===== src/tmr_ctl_consts.svh =====
/*
 Register offsets, field positions and reset values of the timer
 start, access-protection and output-enable register bank.
 Assumes it is included by its bare name from the design file.
*/
// Contract
// - Sync select bits 7..3 mark counters 0..4.
// - Select bits set by writing 1 only.
// - Counter run set clears its select bit.
// - Reserved low bits read zero.
// - Access enable flag bit 0, resets to 1.
// - Write 0 clears flag only after read-1.
// - Flag guards the 22 channel 3/4 registers.
// - Output enable bits 7,6 read as 1.
// - Output enable bits 5..0 map six pins.
// - Disabled pin drives chosen inactive level.
// - Outside PWM modes disabled pin outputs low.
// - Run register bits 7,6,2,1,0 run counters.
`ifndef TMR_CTL_CONSTS_SVH
`define TMR_CTL_CONSTS_SVH

`define OFS_RUN 4'h0
`define OFS_SYNC 4'h1
`define OFS_PROT 4'h2
`define OFS_OUTEN 4'h3

`define SYNC_RST 5'h00
`define RUN_RST 5'h00
`define OUTEN_RST 6'h00
`define PROT_RST 1'h1
`define OUTEN_RSV 2'h3
`define SYNC_LSB 3
`define RUN_MASK 8'hc7

`endif


===== src/tmr_ctl_pkg.sv =====
/*
 Types shared by the timer control register bank.
 Assumes no surroundings beyond the design file that refers to it.
*/
`default_nettype none
package tmr_ctl_pkg;
	typedef logic [7:0] byte_type;
	typedef logic [4:0] chan_type;
endpackage
`default_nettype wire


===== src/tmr_ctl.sv =====
/*
 Timer control register bank: counter run register, synchronous start
 select, access-protection flag and output master enable with pin gating.
 Assumes a single-cycle register port master on i_clk; counters and PWM
 logic sit outside and consume o_run_ch and o_guard_en.
*/
`timescale 1ns/1ps
`default_nettype none
`include "tmr_ctl_consts.svh"
module tmr_ctl #(
	parameter int NUM_CH = 5,
	parameter int NUM_PINS = 6
) (
	input wire logic i_clk,
	input wire logic i_rst_n,
	input wire logic [3:0] i_addr,
	input wire logic [7:0] i_wdata,
	input wire logic i_wr,
	input wire logic i_rd,
	output logic [7:0] o_rdata,
	input wire logic i_pwm_mode,
	input wire logic [5:0] i_inactive_lvl,
	input wire logic [5:0] i_timer_out,
	output logic [5:0] o_pin,
	output logic [4:0] o_run_ch,
	output logic o_guard_en
);
	tmr_ctl_pkg::chan_type run_r;
	tmr_ctl_pkg::chan_type sync_r;
	logic prot_r;
	logic prot_armed_r;
	logic [5:0] outen_r;
	tmr_ctl_pkg::byte_type rdata_r;
	tmr_ctl_pkg::chan_type sync_wr_bits;
	tmr_ctl_pkg::chan_type run_wr_bits;
	tmr_ctl_pkg::chan_type sync_sel;
	tmr_ctl_pkg::chan_type run_nxt;
	logic wr_run, wr_sync, wr_prot, wr_outen;

	// ----------------------------------------------------------------
	// Configuration check
	// ----------------------------------------------------------------
	// The bit layout of all three registers is fixed, so the counts may not move.
	generate
		if (NUM_CH != 5 || NUM_PINS != 6) begin : g_bad_cfg
			$error("tmr_ctl serves five counters and six pins only");
		end
	endgenerate

	// ----------------------------------------------------------------
	// Write decode
	// ----------------------------------------------------------------
	assign wr_run = i_wr && (i_addr == `OFS_RUN);
	assign wr_sync = i_wr && (i_addr == `OFS_SYNC);
	assign wr_prot = i_wr && (i_addr == `OFS_PROT);
	assign wr_outen = i_wr && (i_addr == `OFS_OUTEN) && prot_r;

	// Select register bit 7 is counter 0, so the field is reversed.
	generate
		for (genvar c = 0; c < NUM_CH; c++) begin : g_sel_map
			assign sync_wr_bits[c] = i_wdata[`SYNC_LSB + NUM_CH - 1 - c];
		end
	endgenerate
	// The run field has a hole at bits 5..3, so it is gathered by hand.
	assign run_wr_bits = {i_wdata[7], i_wdata[6], i_wdata[2], i_wdata[1], i_wdata[0]};

	// A select write starts every counter whose select bit ends up set.
	assign sync_sel = wr_sync ? (sync_r | sync_wr_bits) : 5'h00;

	always_comb begin
		run_nxt = run_r;
		if (wr_run) begin
			run_nxt = run_wr_bits;
		end
		run_nxt = run_nxt | sync_sel;
	end

	// ----------------------------------------------------------------
	// Counter run register
	// ----------------------------------------------------------------
	always_ff @(posedge i_clk or negedge i_rst_n) begin
		if (!i_rst_n) begin
			run_r <= `RUN_RST;
		end else begin
			run_r <= run_nxt;
		end
	end

	// ----------------------------------------------------------------
	// Synchronous start select
	// ----------------------------------------------------------------
	// The select bits clear on the same edge that raises the run bits, so
	// a set never lingers past the start it requested.
	always_ff @(posedge i_clk or negedge i_rst_n) begin
		if (!i_rst_n) begin
			sync_r <= `SYNC_RST;
		end else begin
			sync_r <= (sync_r | (wr_sync ? sync_wr_bits : 5'h00))
				& ~(run_nxt & ~run_r) & ~sync_sel;
		end
	end

	// ----------------------------------------------------------------
	// Access protection flag
	// ----------------------------------------------------------------
	always_ff @(posedge i_clk or negedge i_rst_n) begin
		if (!i_rst_n) begin
			prot_r <= `PROT_RST;
			prot_armed_r <= 1'b0;
		end else begin
			if (i_rd && i_addr == `OFS_PROT && prot_r) begin
				prot_armed_r <= 1'b1;
			end
			if (wr_prot) begin
				if (!i_wdata[0] && prot_armed_r) begin
					prot_r <= 1'b0;
				end else if (i_wdata[0]) begin
					prot_r <= 1'b1;
				end
				prot_armed_r <= 1'b0;
			end
		end
	end

	assign o_guard_en = prot_r;

	// ----------------------------------------------------------------
	// Output master enable and pin gating
	// ----------------------------------------------------------------
	always_ff @(posedge i_clk or negedge i_rst_n) begin
		if (!i_rst_n) begin
			outen_r <= `OUTEN_RST;
		end else if (wr_outen) begin
			outen_r <= i_wdata[5:0];
		end
	end

	// Pins: bit 5..0 = 4D, 4C, 3D, 4B, 4A, 3B.
	// Each pin level is registered, so the pad never glitches while the
	// enable bit or the mode input changes; the cost is one cycle of delay.
	generate
		for (genvar p = 0; p < NUM_PINS; p++) begin : g_pin
			logic pin_r;
			always_ff @(posedge i_clk or negedge i_rst_n) begin
				if (!i_rst_n) begin
					pin_r <= 1'b0;
				end else if (outen_r[p]) begin
					pin_r <= i_timer_out[p];
				end else if (i_pwm_mode) begin
					pin_r <= i_inactive_lvl[p];
				end else begin
					pin_r <= 1'b0;
				end
			end
			assign o_pin[p] = pin_r;
		end
	endgenerate

	assign o_run_ch = run_r;

	// ----------------------------------------------------------------
	// Read port
	// ----------------------------------------------------------------
	// Guarded output enable reads as reserved ones only while locked.
	always_ff @(posedge i_clk or negedge i_rst_n) begin
		if (!i_rst_n) begin
			rdata_r <= 8'h00;
		end else if (i_rd) begin
			case (i_addr)
				`OFS_RUN: rdata_r <= {run_r[4], run_r[3], 3'h0, run_r[2:0]};
				`OFS_SYNC: rdata_r <= {sync_r[0], sync_r[1], sync_r[2], sync_r[3], sync_r[4], 3'h0};
				`OFS_PROT: rdata_r <= {7'h00, prot_r};
				`OFS_OUTEN: rdata_r <= {`OUTEN_RSV, prot_r ? outen_r : 6'h00};
				default: rdata_r <= 8'h00;
			endcase
		end else begin
			rdata_r <= 8'h00;
		end
	end
	assign o_rdata = rdata_r;

	// ----------------------------------------------------------------
	// Checks
	// ----------------------------------------------------------------
	sync_clear_a: assert property (@(posedge i_clk) disable iff (!i_rst_n)
		wr_sync && i_wdata[7] |=> run_r[0] && !sync_r[0])
		else $error("select did not start counter 0");
	sync_keep_a: assert property (@(posedge i_clk) disable iff (!i_rst_n)
		sync_r[1] && !run_nxt[1] |=> sync_r[1])
		else $error("select bit lost");
	prot_clear_a: assert property (@(posedge i_clk) disable iff (!i_rst_n)
		wr_prot && !i_wdata[0] && !prot_armed_r && prot_r |=> prot_r)
		else $error("flag cleared without read");
	outen_lock_a: assert property (@(posedge i_clk) disable iff (!i_rst_n)
		!prot_r |=> $stable(outen_r))
		else $error("locked enable changed");
	rsv_ones_a: assert property (@(posedge i_clk) disable iff (!i_rst_n)
		i_rd && i_addr == `OFS_OUTEN |=> o_rdata[7:6] == 2'h3)
		else $error("reserved bits not one");
	prot_rsv_a: assert property (@(posedge i_clk) disable iff (!i_rst_n)
		i_rd && i_addr == `OFS_PROT |=> o_rdata[7:1] == 7'h00)
		else $error("reserved bits not zero");
	pin_low_a: assert property (@(posedge i_clk) disable iff (!i_rst_n)
		!outen_r[0] && !i_pwm_mode |=> !o_pin[0])
		else $error("disabled pin not low");
	pin_inact_a: assert property (@(posedge i_clk) disable iff (!i_rst_n)
		!outen_r[5] && i_pwm_mode |=> o_pin[5] == $past(i_inactive_lvl[5]))
		else $error("inactive level wrong");
	run_write_a: assert property (@(posedge i_clk) disable iff (!i_rst_n)
		wr_run && !wr_sync |=> run_r[4] == $past(i_wdata[7]))
		else $error("run bit 4 wrong");
	run_write_low_a: assert property (@(posedge i_clk) disable iff (!i_rst_n)
		wr_run |=> run_r[0] == $past(i_wdata[0]))
		else $error("run bit 0 wrong");
	run_write_ch3_a: assert property (@(posedge i_clk) disable iff (!i_rst_n)
		wr_run |=> run_r[3] == $past(i_wdata[6]))
		else $error("run bit 3 wrong");
	run_hold_a: assert property (@(posedge i_clk) disable iff (!i_rst_n)
		!wr_run && !wr_sync |=> run_r == $past(run_r))
		else $error("run bits moved without write");
	run_read_a: assert property (@(posedge i_clk) disable iff (!i_rst_n)
		i_rd && i_addr == `OFS_RUN |=> (o_rdata & ~`RUN_MASK) == 8'h00)
		else $error("run reserved bits not zero");

	// Every select bit must start its own counter; a crossed wire in the
	// reversed field would start the wrong channel.
	sync_start_ch1_a: assert property (@(posedge i_clk) disable iff (!i_rst_n)
		wr_sync && i_wdata[6] |=> run_r[1])
		else $error("select did not start counter 1");
	sync_start_ch2_a: assert property (@(posedge i_clk) disable iff (!i_rst_n)
		wr_sync && i_wdata[5] |=> run_r[2])
		else $error("select did not start counter 2");
	sync_start_ch3_a: assert property (@(posedge i_clk) disable iff (!i_rst_n)
		wr_sync && i_wdata[4] |=> run_r[3])
		else $error("select did not start counter 3");
	sync_start_ch4_a: assert property (@(posedge i_clk) disable iff (!i_rst_n)
		wr_sync && i_wdata[3] |=> run_r[4])
		else $error("select did not start counter 4");
	sync_zero_write_a: assert property (@(posedge i_clk) disable iff (!i_rst_n)
		wr_sync && i_wdata[7:3] == 5'h00 |=> run_r == $past(run_r) && sync_r == $past(sync_r))
		else $error("select write of zero changed state");
	sync_clear_all_a: assert property (@(posedge i_clk) disable iff (!i_rst_n)
		wr_sync |=> sync_r == 5'h00)
		else $error("select bit lingered after start");
	run_clear_sel_a: assert property (@(posedge i_clk) disable iff (!i_rst_n)
		wr_run && i_wdata[0] |=> !sync_r[0])
		else $error("run write left select set");
	sync_read_zero_a: assert property (@(posedge i_clk) disable iff (!i_rst_n)
		i_rd && i_addr == `OFS_SYNC |=> o_rdata[2:0] == 3'h0)
		else $error("select low bits not zero");

	// The flag may only drop through the read-then-write-zero sequence.
	prot_set_a: assert property (@(posedge i_clk) disable iff (!i_rst_n)
		wr_prot && i_wdata[0] |=> prot_r)
		else $error("flag not set by write of one");
	prot_hold_a: assert property (@(posedge i_clk) disable iff (!i_rst_n)
		!wr_prot |=> prot_r == $past(prot_r))
		else $error("flag moved without write");
	prot_read_a: assert property (@(posedge i_clk) disable iff (!i_rst_n)
		i_rd && i_addr == `OFS_PROT |=> o_rdata[0] == $past(prot_r))
		else $error("flag read wrong");
	prot_arm_clear_a: assert property (@(posedge i_clk) disable iff (!i_rst_n)
		wr_prot && !i_wdata[0] && prot_armed_r |=> !prot_r)
		else $error("armed flag not cleared");
	armed_read_a: assert property (@(posedge i_clk) disable iff (!i_rst_n)
		i_rd && i_addr == `OFS_PROT && prot_r |=> prot_armed_r)
		else $error("read of one did not arm");
	armed_drop_a: assert property (@(posedge i_clk) disable iff (!i_rst_n)
		wr_prot |=> !prot_armed_r)
		else $error("flag write left arm set");

	// Output enable is guarded: locked reads show only the reserved ones.
	outen_write_a: assert property (@(posedge i_clk) disable iff (!i_rst_n)
		wr_outen |=> outen_r == $past(i_wdata[5:0]))
		else $error("enable write lost");
	outen_read_a: assert property (@(posedge i_clk) disable iff (!i_rst_n)
		i_rd && i_addr == `OFS_OUTEN && !prot_r |=> o_rdata == 8'hc0)
		else $error("locked enable read leaked");
	outen_show_a: assert property (@(posedge i_clk) disable iff (!i_rst_n)
		i_rd && i_addr == `OFS_OUTEN && prot_r |=> o_rdata[5:0] == $past(outen_r))
		else $error("enable read wrong");

	// Pin checks sample one edge later because every pin is registered.
	pin_on_a: assert property (@(posedge i_clk) disable iff (!i_rst_n)
		outen_r[3] |=> o_pin[3] == $past(i_timer_out[3]))
		else $error("enabled pin not following timer");
	pin_on_low_a: assert property (@(posedge i_clk) disable iff (!i_rst_n)
		outen_r[0] |=> o_pin[0] == $past(i_timer_out[0]))
		else $error("enabled pin 0 not following timer");
	pin_low_top_a: assert property (@(posedge i_clk) disable iff (!i_rst_n)
		!outen_r[5] && !i_pwm_mode |=> !o_pin[5])
		else $error("disabled top pin not low");
	pin_inact_mid_a: assert property (@(posedge i_clk) disable iff (!i_rst_n)
		!outen_r[2] && i_pwm_mode |=> o_pin[2] == $past(i_inactive_lvl[2]))
		else $error("middle inactive level wrong");
	sync_run_clear_a: assert property (@(posedge i_clk) disable iff (!i_rst_n)
		wr_run && i_wdata[7] |=> !sync_r[4])
		else $error("run write left select 4 set");
endmodule
`default_nettype wire


===== config.mk =====
export PLATFORM = sky130hd
export DESIGN_NAME = tmr_ctl
export DESIGN_NICKNAME = d
export VERILOG_FILES = /design/src/tmr_ctl_pkg.sv /design/src/tmr_ctl.sv
export VERILOG_INCLUDE_DIRS = /design/src
export SDC_FILE = /design/constraint.sdc
export NUM_CORES = 1
export LEC_CHECK = 0
export BUFFER_PORTS_ARGS = -buffer_cell sky130_fd_sc_hd__buf_2
export CORE_MARGIN = 2
export CORE_UTILIZATION = 52
export DETAILED_ROUTE_END_ITERATION = 8
export PLACE_DENSITY = 0.83
export SYNTH_ARGS = -nofsm -noshare
export SYNTH_HDL_FRONTEND = slang
export SYNTH_SLANG_ARGS = --single-unit

===== constraint.sdc =====
create_clock -name i_clk -period 2.6 [get_ports i_clk]
set_input_delay 0.13 -clock i_clk [delete_from_list [all_inputs] [get_ports i_clk]]
set_output_delay 0.13 -clock i_clk [all_outputs]
set_load 0.01 [all_outputs]

==> implementation parameters, run 1 <==
Parameter                              Value

Clock tree
  Postcts setup bufs ... 0
  Clock latency on the worst-skew pair ... 0.33 ns
  Post-CTS clock slew at the launch and capture registers of the worst setup and hold paths ... about 0.09 ns
  Count of clock tree sinks ... 32
  Max Buffers Root-to-Sink ... 2
  Maximum level of the CTS H-tree ... 2
  Gates resized, CTS repair ... 0
  CTS tree ... yes
  CTS Root Buffer Type ... sky130_fd_sc_hd__clkbuf_4
  Inserted Clock Buffers ... 5
  Hold_buf cts ... 1

Yosys
  Part of the Yosys area used for sequential elements ... between 50 and 60%
  Proportion of register bits with asynchronous set or reset after synthesis ... 100%
  Number of flops mapped to enable cells by yosys ... 0
  Count of state elements after synthesis ... 32
  Synth top area share ... between 50% and 60%
  Synthesis warning total ... 0
  Avg Cell Area, Syn ... 10.6 um^2
  Post-Synthesis Cell Area ... around 1400 um^2
  Dominant synthesized flop cell ... sky130_fd_sc_hd__dfrtp_1
  Main area contributors after synthesis ... sky130_fd_sc_hd__dfrtp_1 (56%), sky130_fd_sc_hd__a21oi_1 (5.8%), sky130_fd_sc_hd__mux2_2 (4.9%)
  Count of different cell masters after synthesis ... 23
  Number of nets in the synthesized netlist ... 160
  Synthesized netlist cell count ... 131
  Synth area leader ... sky130_fd_sc_hd__dfrtp_1

Worst setup path
  WP data arrival ... between 1.5 and 2 ns
  Register-to-register setup slack ... 0.97 ns
  First element of the critical path ... o_guard_en$_DFFE_PN1P_
  Critical Path Sink Type ... flop
  Launching element type of the critical path ... flop
  FF-to-FF Start ... o_guard_en$_DFFE_PN1P_
  Crit Path Category ... reg -> reg
  Maximum fanout encountered on the critical timing path ... 8
  Req. time, crit path ... roughly 2.8 ns

Die
  Total core area ... 2500 um^2
  DIE WIDTH ... ~56 um
  Die height ... about 56 um
  Top-level I/O count ... 49
  Die ar. ... 3090 um^2
  Starting utilization of the core area ... 55.4%
  Rows ... 18

Placement
  Cell Count Post-Placement ... 199
  Gpl congestion ... between 0.8 and 0.9
  Placed wire-length estimate ... 2100 um
  Post-detailed-placement cell area ... 1600 um^2
  Count of input and output buffers ... 48

Global routing
  Via count of the first global-routing pass ... about 1100
  Wire length of the first global-routing pass ... about 4900 um
  Global Route Usage Sum ... between 20% and 30%
  Antenna violations before repair ... 0
  Gr ovfl total ... 0
  Largest net degree at the start of global routing ... 33

Route
  Final routed wire length divided by cell count ... approximately 14 um
  Detailed-router iteration count before antenna repair ... 4
  Antenna Nets Post-Route ... 0
  Wirelength, routed ... 2900 um
  Remaining DRCs ... 0
  Total number of vias ... ~1200
  Initial detailed-routing violation count ... 29
  Detail-routed via count per cell ... 5.51

Worst hold path
  Path class of the lowest-slack min-delay path ... in -> reg
  Worst min-delay path startpoint ... i_timer_out[3]

STA
  Post-layout min period ... ~1.6 ns
  Count of final hold-check violations ... 0
  Max-slew violation total from the final report ... 0
  Actual transition at the worst max-transition pin ... 0.684 ns
  Maximum achievable frequency ... 615 MHz
  Fin Hold WS ... 0.0107 ns
  Period Utilization, post-route ... 62.5%
  Endpoints failing setup ... 0
  Final setup TNS ... 0 ns
  Unrepaired setup endpoints after global routing ... false
  Worst clock skew ... slightly below 0.006 ns
  Tightest slew margin relative to the limit ... between 50% and 60%

Run
  Number of max-cap violations ... 0

Final layout
  Most common library cell in the layout ignoring fill and taps ... sky130_fd_sc_hd__buf_2
  Fin area ... ~1700 um^2
  Layout Cells excl Fill ... about 210
  Synthesis-to-finish area growth ... 21.2%
  Final net count ... between 200 and 250
  Fraction of layout instances using a drive strength above 1 ... about a third
  Diode insertion count for antenna repair ... 0
  Commonest non-fill, non-tap cells in the layout ... sky130_fd_sc_hd__buf_2 (48), sky130_fd_sc_hd__dfrtp_1 (31), sky130_fd_sc_hd__a21oi_1 (16)

Run status
  Status ... completed

Pwr
  Power per standard cell area ... 658 nW/um^2
  Static power due to leakage ... around 0.00085 uW
  Worst ir drop on vdd ... ~0.00048 V
## critical path, stage by stage, from the launching register on
cell and delay, ns:
sky130_fd_sc_hd__dfstp_2 0.62, sky130_fd_sc_hd__and2_1 0.21, sky130_fd_sc_hd__nand4_1 0.31, sky130_fd_sc_hd__mux2_2 0.37
## cells in the mapped netlist (3+ instances only)
| cell | n |
|---|---|
| sky130_fd_sc_hd__a32oi_1 | 3 |
| sky130_fd_sc_hd__nand2_1 | 15 |
| sky130_fd_sc_hd__inv_1 | 5 |
| sky130_fd_sc_hd__o21a_1 | 5 |
| sky130_fd_sc_hd__nor2_1 | 10 |
| sky130_fd_sc_hd__o22a_1 | 5 |
| sky130_fd_sc_hd__mux2_2 | 6 |
| sky130_fd_sc_hd__a21oi_1 | 16 |
| sky130_fd_sc_hd__nand2b_1 | 4 |
| sky130_fd_sc_hd__o21ai_0 | 8 |
| sky130_fd_sc_hd__nand3_1 | 5 |
| sky130_fd_sc_hd__buf_4 | 6 |
| sky130_fd_sc_hd__dfrtp_1 | 31 |
## power by group
group | switching, uW | internal (uW) | total, uW
registers | 54.6 | 564 | 619
clock network | 152 | 133 | 285
logic | 103 | 97.9 | 201
total | 310 | 795 | 1110
## cell families (layout without fill, tap and decap cells)
logic type,Yosys count,count (layout),share of synthesized area [%]
AO/OA/AOI/OAI,39,39,17.6
buffers and inverters,15,63,5.87
flip-flops,32,32,57.9
multiplexers,6,6,4.88
AND/OR/NAND/NOR,39,39,13.7
## per-layer routing
layer	wire length (um)	global-route usage [%]
met2	1390	31.8
met4	75	9.76
met5	0	0
met1	1210	26.6
met3	233	7.44
## registers in the layout (all words and copies together), names as in the netlist
signal        count
o_rdata           8
g_pin.pin_r       6
outen_r           6
o_run_ch          5
sync_r            5
o_guard_en        1
prot_armed_r      1
## area by class of cell
class | count | area, um^2
fillers | 207 | 821
multi-input cells | 84 | 502
clock buffers | 8 | 58.8
inverters | 5 | 18.8
well taps | 30 | 37.5
repair buffers | 50 | 260
flip-flops and latches | 32 | 802
## stage by stage
step           total power (uW)  setup slack (ns)  utilization, %
4_1_cts                    1110             0.987            66.8
5_1_grt                    1180             0.890            67.2
3_5_place_dp                827             0.925            64.0
6_report                   1110             0.974            67.2
2_1_floorplan               747              1.16               -
3_3_place_gp                820             0.953            64.0
## final timing paths
path,end,depth (start not counted)
setup / recovery,outen_r[4]$_DFFE_PN0P_,3
hold / removal,g_pin[3].pin_r$_DFF_PN0_,3
setup reg to reg,outen_r[4]$_DFFE_PN0P_,3
hold reg to reg,g_pin[5].pin_r$_DFF_PN0_,1
max in group asynchronous,outen_r[2]$_DFFE_PN0P_,2
min in group asynchronous,prot_armed_r$_DFFE_PN0P_,2
(Power assumes the default switching activity.)
==> inputs of run 2 (changes only) <==
--- a/config.mk
+++ b/config.mk
@@ -8,9 +8,9 @@
 export LEC_CHECK = 0
 export BUFFER_PORTS_ARGS = -buffer_cell sky130_fd_sc_hd__buf_2
 export CORE_MARGIN = 2
-export CORE_UTILIZATION = 52
+export CORE_UTILIZATION = 48
 export DETAILED_ROUTE_END_ITERATION = 8
-export PLACE_DENSITY = 0.83
+export PLACE_DENSITY = 0.77
 export SYNTH_ARGS = -nofsm -noshare
 export SYNTH_HDL_FRONTEND = slang
 export SYNTH_SLANG_ARGS = --single-unit
==> constraint.sdc (replaced) <==
create_clock -name i_clk -period 1.5 [get_ports i_clk]
set_input_delay 0.075 -clock i_clk [delete_from_list [all_inputs] [get_ports i_clk]]
set_output_delay 0.075 -clock i_clk [all_outputs]
set_load 0.01 [all_outputs]
==> run 2 against run 1 <==
- the run now ends with hold timing left
- core utilization grew 0.66 points
- largest cell class unchanged
- sequential power up 71%
- register-to-register slack got worse by 0.93 ns
- first-iteration DRC count up 59%
- power increased by 84%
- final area rose by 11%
- largest power group unchanged
- sequential share of layout area is 4.9 points lower
- critical endpoint is now outen_r[2]$_DFFE_PN0P_
- cell count grew 9.6%
==> implementation parameters, run 2 (synthesis gave the netlist of run 1 again) <==
Parameter                              Value

Route
  Detail-routed via count per cell ... 5.32
  Remaining DRCs ... 0
  Wirelength, routed ... around 3400 um
  Initial detailed-routing violation count ... 46
  Total number of vias ... 1219
  Detailed-router iteration count before antenna repair ... 4
  Antenna Nets Post-Route ... 0
  Final routed wire length divided by cell count ... 14.6 um

Worst setup path
  Maximum fanout encountered on the critical timing path ... 6
  Req. time, crit path ... approximately 1.7 ns
  Critical Path Sink Type ... flop
  WP data arrival ... roughly 1.7 ns
  Launching element type of the critical path ... flop
  Crit Path Category ... reg -> reg

Final layout
  Diode insertion count for antenna repair ... 0
  Area taken by flip-flops and latches ... around 800 um^2
  Area used by multi-input combinational logic ... 512 um^2
  Fin area ... about 1900 um^2
  Fraction of layout instances using a drive strength above 1 ... about 35%
  Final net count ... 226
  Number of fillers in the final layout ... 228
  Layout Utilization ... approximately 68%
  Synthesis-to-finish area growth ... 35.0%
  Most common library cell in the layout ignoring fill and taps ... sky130_fd_sc_hd__buf_2
  Flip-flop count of the largest register after layout ... 8
  Commonest non-fill, non-tap cells in the layout ... sky130_fd_sc_hd__buf_2 (47), sky130_fd_sc_hd__dfrtp_1 (31), sky130_fd_sc_hd__a21oi_1 (16), sky130_fd_sc_hd__dlygate4sd3_1 (16), sky130_fd_sc_hd__nand2_1 (15)

Clock tree
  CTS Root Buffer Type ... sky130_fd_sc_hd__clkbuf_4
  CTS tree ... yes
  Inserted Clock Buffers ... 5
  Count of clock tree sinks ... 32
  Post-CTS clock slew at the launch and capture registers of the worst setup and hold paths ... 0.10 ns
  Maximum level of the CTS H-tree ... 2
  Max Buffers Root-to-Sink ... 2
  Clock latency on the worst-skew pair ... about 0.34 ns

Die
  Die ar. ... roughly 3300 um^2
  Starting utilization of the core area ... 50.2%
  DIE WIDTH ... approximately 58 um
  Rows ... 19
  Top-level I/O count ... 49
  Total core area ... about 2800 um^2
  Die height ... about 58 um

Worst hold path
  Path class of the lowest-slack min-delay path ... in -> reg

Global routing
  Gr ovfl total ... 0
  Via count of the first global-routing pass ... 1205
  Largest net degree at the start of global routing ... 33
  Global Route Usage Sum ... approximately 22%
  Wire length of the first global-routing pass ... around 5500 um
  Antenna violations before repair ... 0

STA
  Period Utilization, post-route ... between 90% and 100%
  Unrepaired setup endpoints after global routing ... true
  Endpoints failing setup ... 0
  Count of final hold-check violations ... 1
  Worst clock skew ... ~0.0066 ns
  Final setup TNS ... 0 ns
  Tightest slew margin relative to the limit ... between 50 and 60%
  Maximum achievable frequency ... 685 MHz
  Max-slew violation total from the final report ... 0
  Post-layout min period ... approximately 1.5 ns
  Actual transition at the worst max-transition pin ... about 0.69 ns
  Fin Hold WS ... -0.00364 ns

Pwr
  Total power draw ... about 2000 uW
  Power per standard cell area ... ~1100 nW/um^2
  Worst ir drop on vdd ... just over 0.0008 V
  Static power due to leakage ... about 0.00095 uW

Run status
  Status ... finished, violations left
  Violations in the final reports ... hold timing

Placement
  Placed wire-length estimate ... 2250 um
  Post-detailed-placement cell area ... between 1500 and 2000 um^2
  Gpl congestion ... 0.808
  Count of input and output buffers ... 48

Run
  Number of max-cap violations ... 0
==> run 2: cell types whose count changed in the layout (fill, tap and decap cells not counted) <==
cell                            previous run  this run
sky130_fd_sc_hd__and2_1                    1         0
sky130_fd_sc_hd__and2_4                    0         1
sky130_fd_sc_hd__buf_2                    48        47
sky130_fd_sc_hd__buf_4                     0         6
sky130_fd_sc_hd__dlygate4sd3_1             2        16
sky130_fd_sc_hd__mux2_2                    6         5
sky130_fd_sc_hd__mux2_4                    0         1
sky130_fd_sc_hd__or4b_1                    1         0
sky130_fd_sc_hd__or4b_4                    0         1
==> run 2: area by class of cell <==
cell class                 instances  share of cell area [%]
sequential                        32                    42.9
multi-input combinational         84                    27.4
timing repair buffer              69                    23.5
clock buffer                       8                    3.14
tap                               31                    2.07
inverter                           5                    1.00
==> run 2: worst max-delay path, stage by stage, from the launching register on <==
cell	delay [ns]
sky130_fd_sc_hd__dfstp_2	0.55
sky130_fd_sc_hd__and2_4	0.15
sky130_fd_sc_hd__nand4_1	0.27
sky130_fd_sc_hd__mux2_4	0.39
==> run 2: final timing paths <==
check                                        from                        to  slack [ns]  depth (start not counted)
max in group asynchronous                 i_rst_n      o_rdata[0]$_DFF_PN0_        0.74                          2
min in group asynchronous                 i_rst_n     o_run_ch[0]$_DFF_PN0_        0.31                          2
min reg2reg                   sync_r[1]$_DFF_PN0_       sync_r[1]$_DFF_PN0_        0.52                          1
max reg2reg                o_guard_en$_DFFE_PN1P_    outen_r[2]$_DFFE_PN0P_        0.04                          3
max                        o_guard_en$_DFFE_PN1P_    outen_r[2]$_DFFE_PN0P_        0.04                          3
min                             i_inactive_lvl[3]  g_pin[3].pin_r$_DFF_PN0_      -0.004                          3
==> run 2: power breakdown <==
group | leakage, uW | switching [uW] | internal, uW | total [uW]
registers | 0.000415 | 83.1 | 978 | 1060
logic | 0.000500 | 210 | 242 | 452
clock network | 0.0000326 | 286 | 231 | 517
==> run 2: stage by stage <==
stage,setup slack [ns],std cells,hold WS [ns]
detailed placement,0.0394,204,0.166
floorplan,0.0603,131,-0.221
global placement,0.107,204,0.148
CTS,0.0302,228,0.00400
global route,-0.0411,229,0.000587
finish,0.0394,229,-0.00364
==> run 2: per-layer routing <==
| metal | track usage (%) | part of all wire, % | vias up |
|---|---|---|---|
| met4 | 6.98 | 1.3 | 0 |
| met5 | 0 | 0 | - |
| met2 | 38.8 | 51 | 43 |
| met3 | 6.70 | 5.5 | 7 |
| met1 | 25.7 | 42 | 581 |
| li1 | - | - | 588 |
==> run 2: what timing repair did <==
item,CTS,global route
hold endpoints to repair,41,0
hold buffers,16,0
setup endpoints to repair,0,10
buffers inserted,0,1
resized for setup,0,4
==> inputs of run 3 (changes only) <==
--- a/config.mk
+++ b/config.mk
@@ -7,10 +7,12 @@
 export NUM_CORES = 1
 export LEC_CHECK = 0
 export BUFFER_PORTS_ARGS = -buffer_cell sky130_fd_sc_hd__buf_2
-export CORE_MARGIN = 2
+export CORE_MARGIN = 5
 export CORE_UTILIZATION = 48
 export DETAILED_ROUTE_END_ITERATION = 8
+export GPL_TIMING_DRIVEN = 0
 export PLACE_DENSITY = 0.77
+export REMOVE_ABC_BUFFERS = 1
 export SYNTH_ARGS = -nofsm -noshare
 export SYNTH_HDL_FRONTEND = slang
 export SYNTH_SLANG_ARGS = --single-unit
==> run 3 against run 2 <==
- the run now ends clean
- routed wire length increased by 1.3%
- clock skew decreased by 0.0024 ns
- flip-flop and latch count unchanged
- clock-buffer cell count unchanged
- clock power decreased by 4.4%
- power decreased by 0.74%
- critical endpoint is now outen_r[3]$_DFFE_PN0P_
- largest cell class unchanged
- largest power group unchanged
==> implementation parameters, run 3 (synthesis gave the netlist of run 1 again) <==
Parameter                              Value

Pwr
  Int Power ... 1460 uW
  Sw Ratio ... 27.7%
  Power per standard cell area ... roughly 1100 nW/um^2
  Sequential fraction of design power ... a little over half
  Worst ir drop on vdd ... 0.000735 V
  Static power due to leakage ... 0.000953 uW
  Fraction of power consumed by the clock network ... about a quarter
  Portion of total power attributed to combinational logic ... a little under a quarter
  Switching Power ... approximately 560 uW

Worst setup path
  Worst-path cell with the longest stage delay ... sky130_fd_sc_hd__dfstp_2
  Gate family responsible for the most delay along the worst path ... flip-flops
  Req. time, crit path ... approximately 1.7 ns
  Cells along the critical path ... and2_4, nand4_1, buf_4, mux2_2
  Crit Path Category ... reg -> reg
  Maximum fanout encountered on the critical timing path ... 5
  Launching element type of the critical path ... flop
  WP data arrival ... between 1.5 and 2 ns
  Critical Path Sink Type ... flop
  WP buf/inv ... 1
  Critical path's largest stage delay ... between 0.5 and 0.6 ns

Global routing
  Wire length of the first global-routing pass ... 5770 um
  Antenna violations before repair ... 0
  Gr ovfl total ... 0
  Via count of the first global-routing pass ... 1247
  Global Route Usage Sum ... between 10% and 20%
  Largest net degree at the start of global routing ... 33

Die
  Total core area ... ~2800 um^2
  Top-level I/O count ... approximately 50
  DIE WIDTH ... between 60 and 70 um
  Die height ... about 64 um
  Rows ... 19
  Die ar. ... between 4000 and 5000 um^2
  Starting utilization of the core area ... 50.2%

STA
  Tightest slew margin relative to the limit ... a little over half
  Period Utilization, post-route ... between 90% and 100%
  Actual transition at the worst max-transition pin ... 0.684 ns
  Worst clock skew ... approximately 0.0042 ns
  Count of final hold-check violations ... 0
  Maximum achievable frequency ... ~700 MHz
  Setup ws final ... 0.0696 ns
  Endpoints failing setup ... 0
  Post-layout min period ... approximately 1.4 ns
  Max-slew violation total from the final report ... 0
  Unrepaired setup endpoints after global routing ... false

Final layout
  Flip-flop count of the largest register after layout ... 8
  Area used by multi-input combinational logic ... 504 um^2
  Area taken by flip-flops and latches ... around 800 um^2
  Fin area ... approximately 1900 um^2
  Commonest non-fill, non-tap cells in the layout ... sky130_fd_sc_hd__buf_2 (48), sky130_fd_sc_hd__dfrtp_1 (31), sky130_fd_sc_hd__dlygate4sd3_1 (20)
  Fraction of layout instances using a drive strength above 1 ... 33.8%
  Number of fillers in the final layout ... approximately 230
  Most common library cell in the layout ignoring fill and taps ... sky130_fd_sc_hd__buf_2
  Final net count ... ~230
  Synthesis-to-finish area growth ... 36.7%
  Diode insertion count for antenna repair ... 0

Clock tree
  CTS tree ... yes
  Inserted Clock Buffers ... 5
  CTS Root Buffer Type ... sky130_fd_sc_hd__clkbuf_4
  Max Buffers Root-to-Sink ... 2
  Count of clock tree sinks ... 32
  Maximum level of the CTS H-tree ... 2
  Clock latency on the worst-skew pair ... between 0.3 and 0.4 ns
  Post-CTS clock slew at the launch and capture registers of the worst setup and hold paths ... 0.09 ns

Run status
  Status ... completed

Placement
  Worst Setup Slack post-DPL ... -0.169 ns
  Gpl congestion ... just under 0.9
  Post-detailed-placement cell area ... 1600 um^2
  Placed wire-length estimate ... roughly 2300 um
  Count of input and output buffers ... 48

Run
  Number of max-cap violations ... 0

Route
  Detail-routed via count per cell ... ~5.4
  Wirelength, routed ... around 3400 um
  Antenna Nets Post-Route ... 0
  Detailed-router iteration count before antenna repair ... 4
  Remaining DRCs ... 0
  Final routed wire length divided by cell count ... between 10 and 15 um
  Total number of vias ... 1246
  Initial detailed-routing violation count ... 54

Worst hold path
  Path class of the lowest-slack min-delay path ... in -> reg
run 3: cell types whose count changed in the layout (fill, tap and decap cells not counted), sizes merged:
cell,delta
buf,-1
dlygate4sd3,+4
run 3: power by group through the flow:
stage | Sequential [uW] | Clock, uW | Combinational [uW]
after floorplan | 1100 | 0 | 144
after global placement | 1080 | 0 | 342
after detailed placement | 1090 | 0 | 353
after CTS | 1070 | 524 | 421
after global routing | 1080 | 567 | 503
final | 1060 | 494 | 456
run 3: path summary, 6_finish.rpt:
check	start	end	slack [ns]	cells past startpoint
setup / recovery	o_guard_en$_DFFE_PN1P_	outen_r[3]$_DFFE_PN0P_	0.07	4
hold / removal	i_wdata[2]	o_run_ch[2]$_DFF_PN0_	0.03	2
setup reg to reg	o_guard_en$_DFFE_PN1P_	outen_r[3]$_DFFE_PN0P_	0.07	4
hold reg to reg	sync_r[0]$_DFF_PN0_	sync_r[0]$_DFF_PN0_	0.52	1
max in group asynchronous	i_rst_n	o_run_ch[0]$_DFF_PN0_	0.75	2
min in group asynchronous	i_rst_n	outen_r[3]$_DFFE_PN0P_	0.31	2
run 3: area by class of cell:
cell class              instances  area share [%]
flip-flops and latches         32            42.4
clock buffers                   8            3.11
inverters                       5           0.991
repair buffers                 72            24.9
multi-input cells              84            26.6
well taps                      31            2.05
run 3: timing repair:
action / CTS / global route
setup endpoints to repair: 6 / 6
hold endpoints to repair: 44 / 1
gates resized for setup: 0 / 1
gates cloned: 0 / 0
setup buffers: 2 / 2
pin swaps: 1 / 0
hold buffers: 19 / 1
run 3: metrics by stage:
step	hold WS, ns	utilization (%)	std cells	power [uW]	setup TNS, ns
3_3_place_gp	0.150	58.1	200	1420	-1.48
2_1_floorplan	-0.221	-	121	1250	0
6_report	0.0295	68.6	232	2010	0
4_1_cts	0.00421	67.6	229	2010	0
5_1_grt	0.00906	68.6	232	2150	0
3_5_place_dp	0.157	58.1	200	1440	-1.62
run 3: worst reg2reg max path: cells and delay by family, from the launching register on:
family	cells	cell delay (ns)
muxes	1	0.27
DFF	1	0.58
and+or+nand+nor	2	0.29
buffers and inverters	1	0.19
run 3: per-layer routing:
layer | track usage [%] | wire length [um]
met5 | 0 | 0
met4 | 9.09 | 79
met3 | 6.39 | 254
met2 | 29.6 | 1800
met1 | 20.7 | 1260
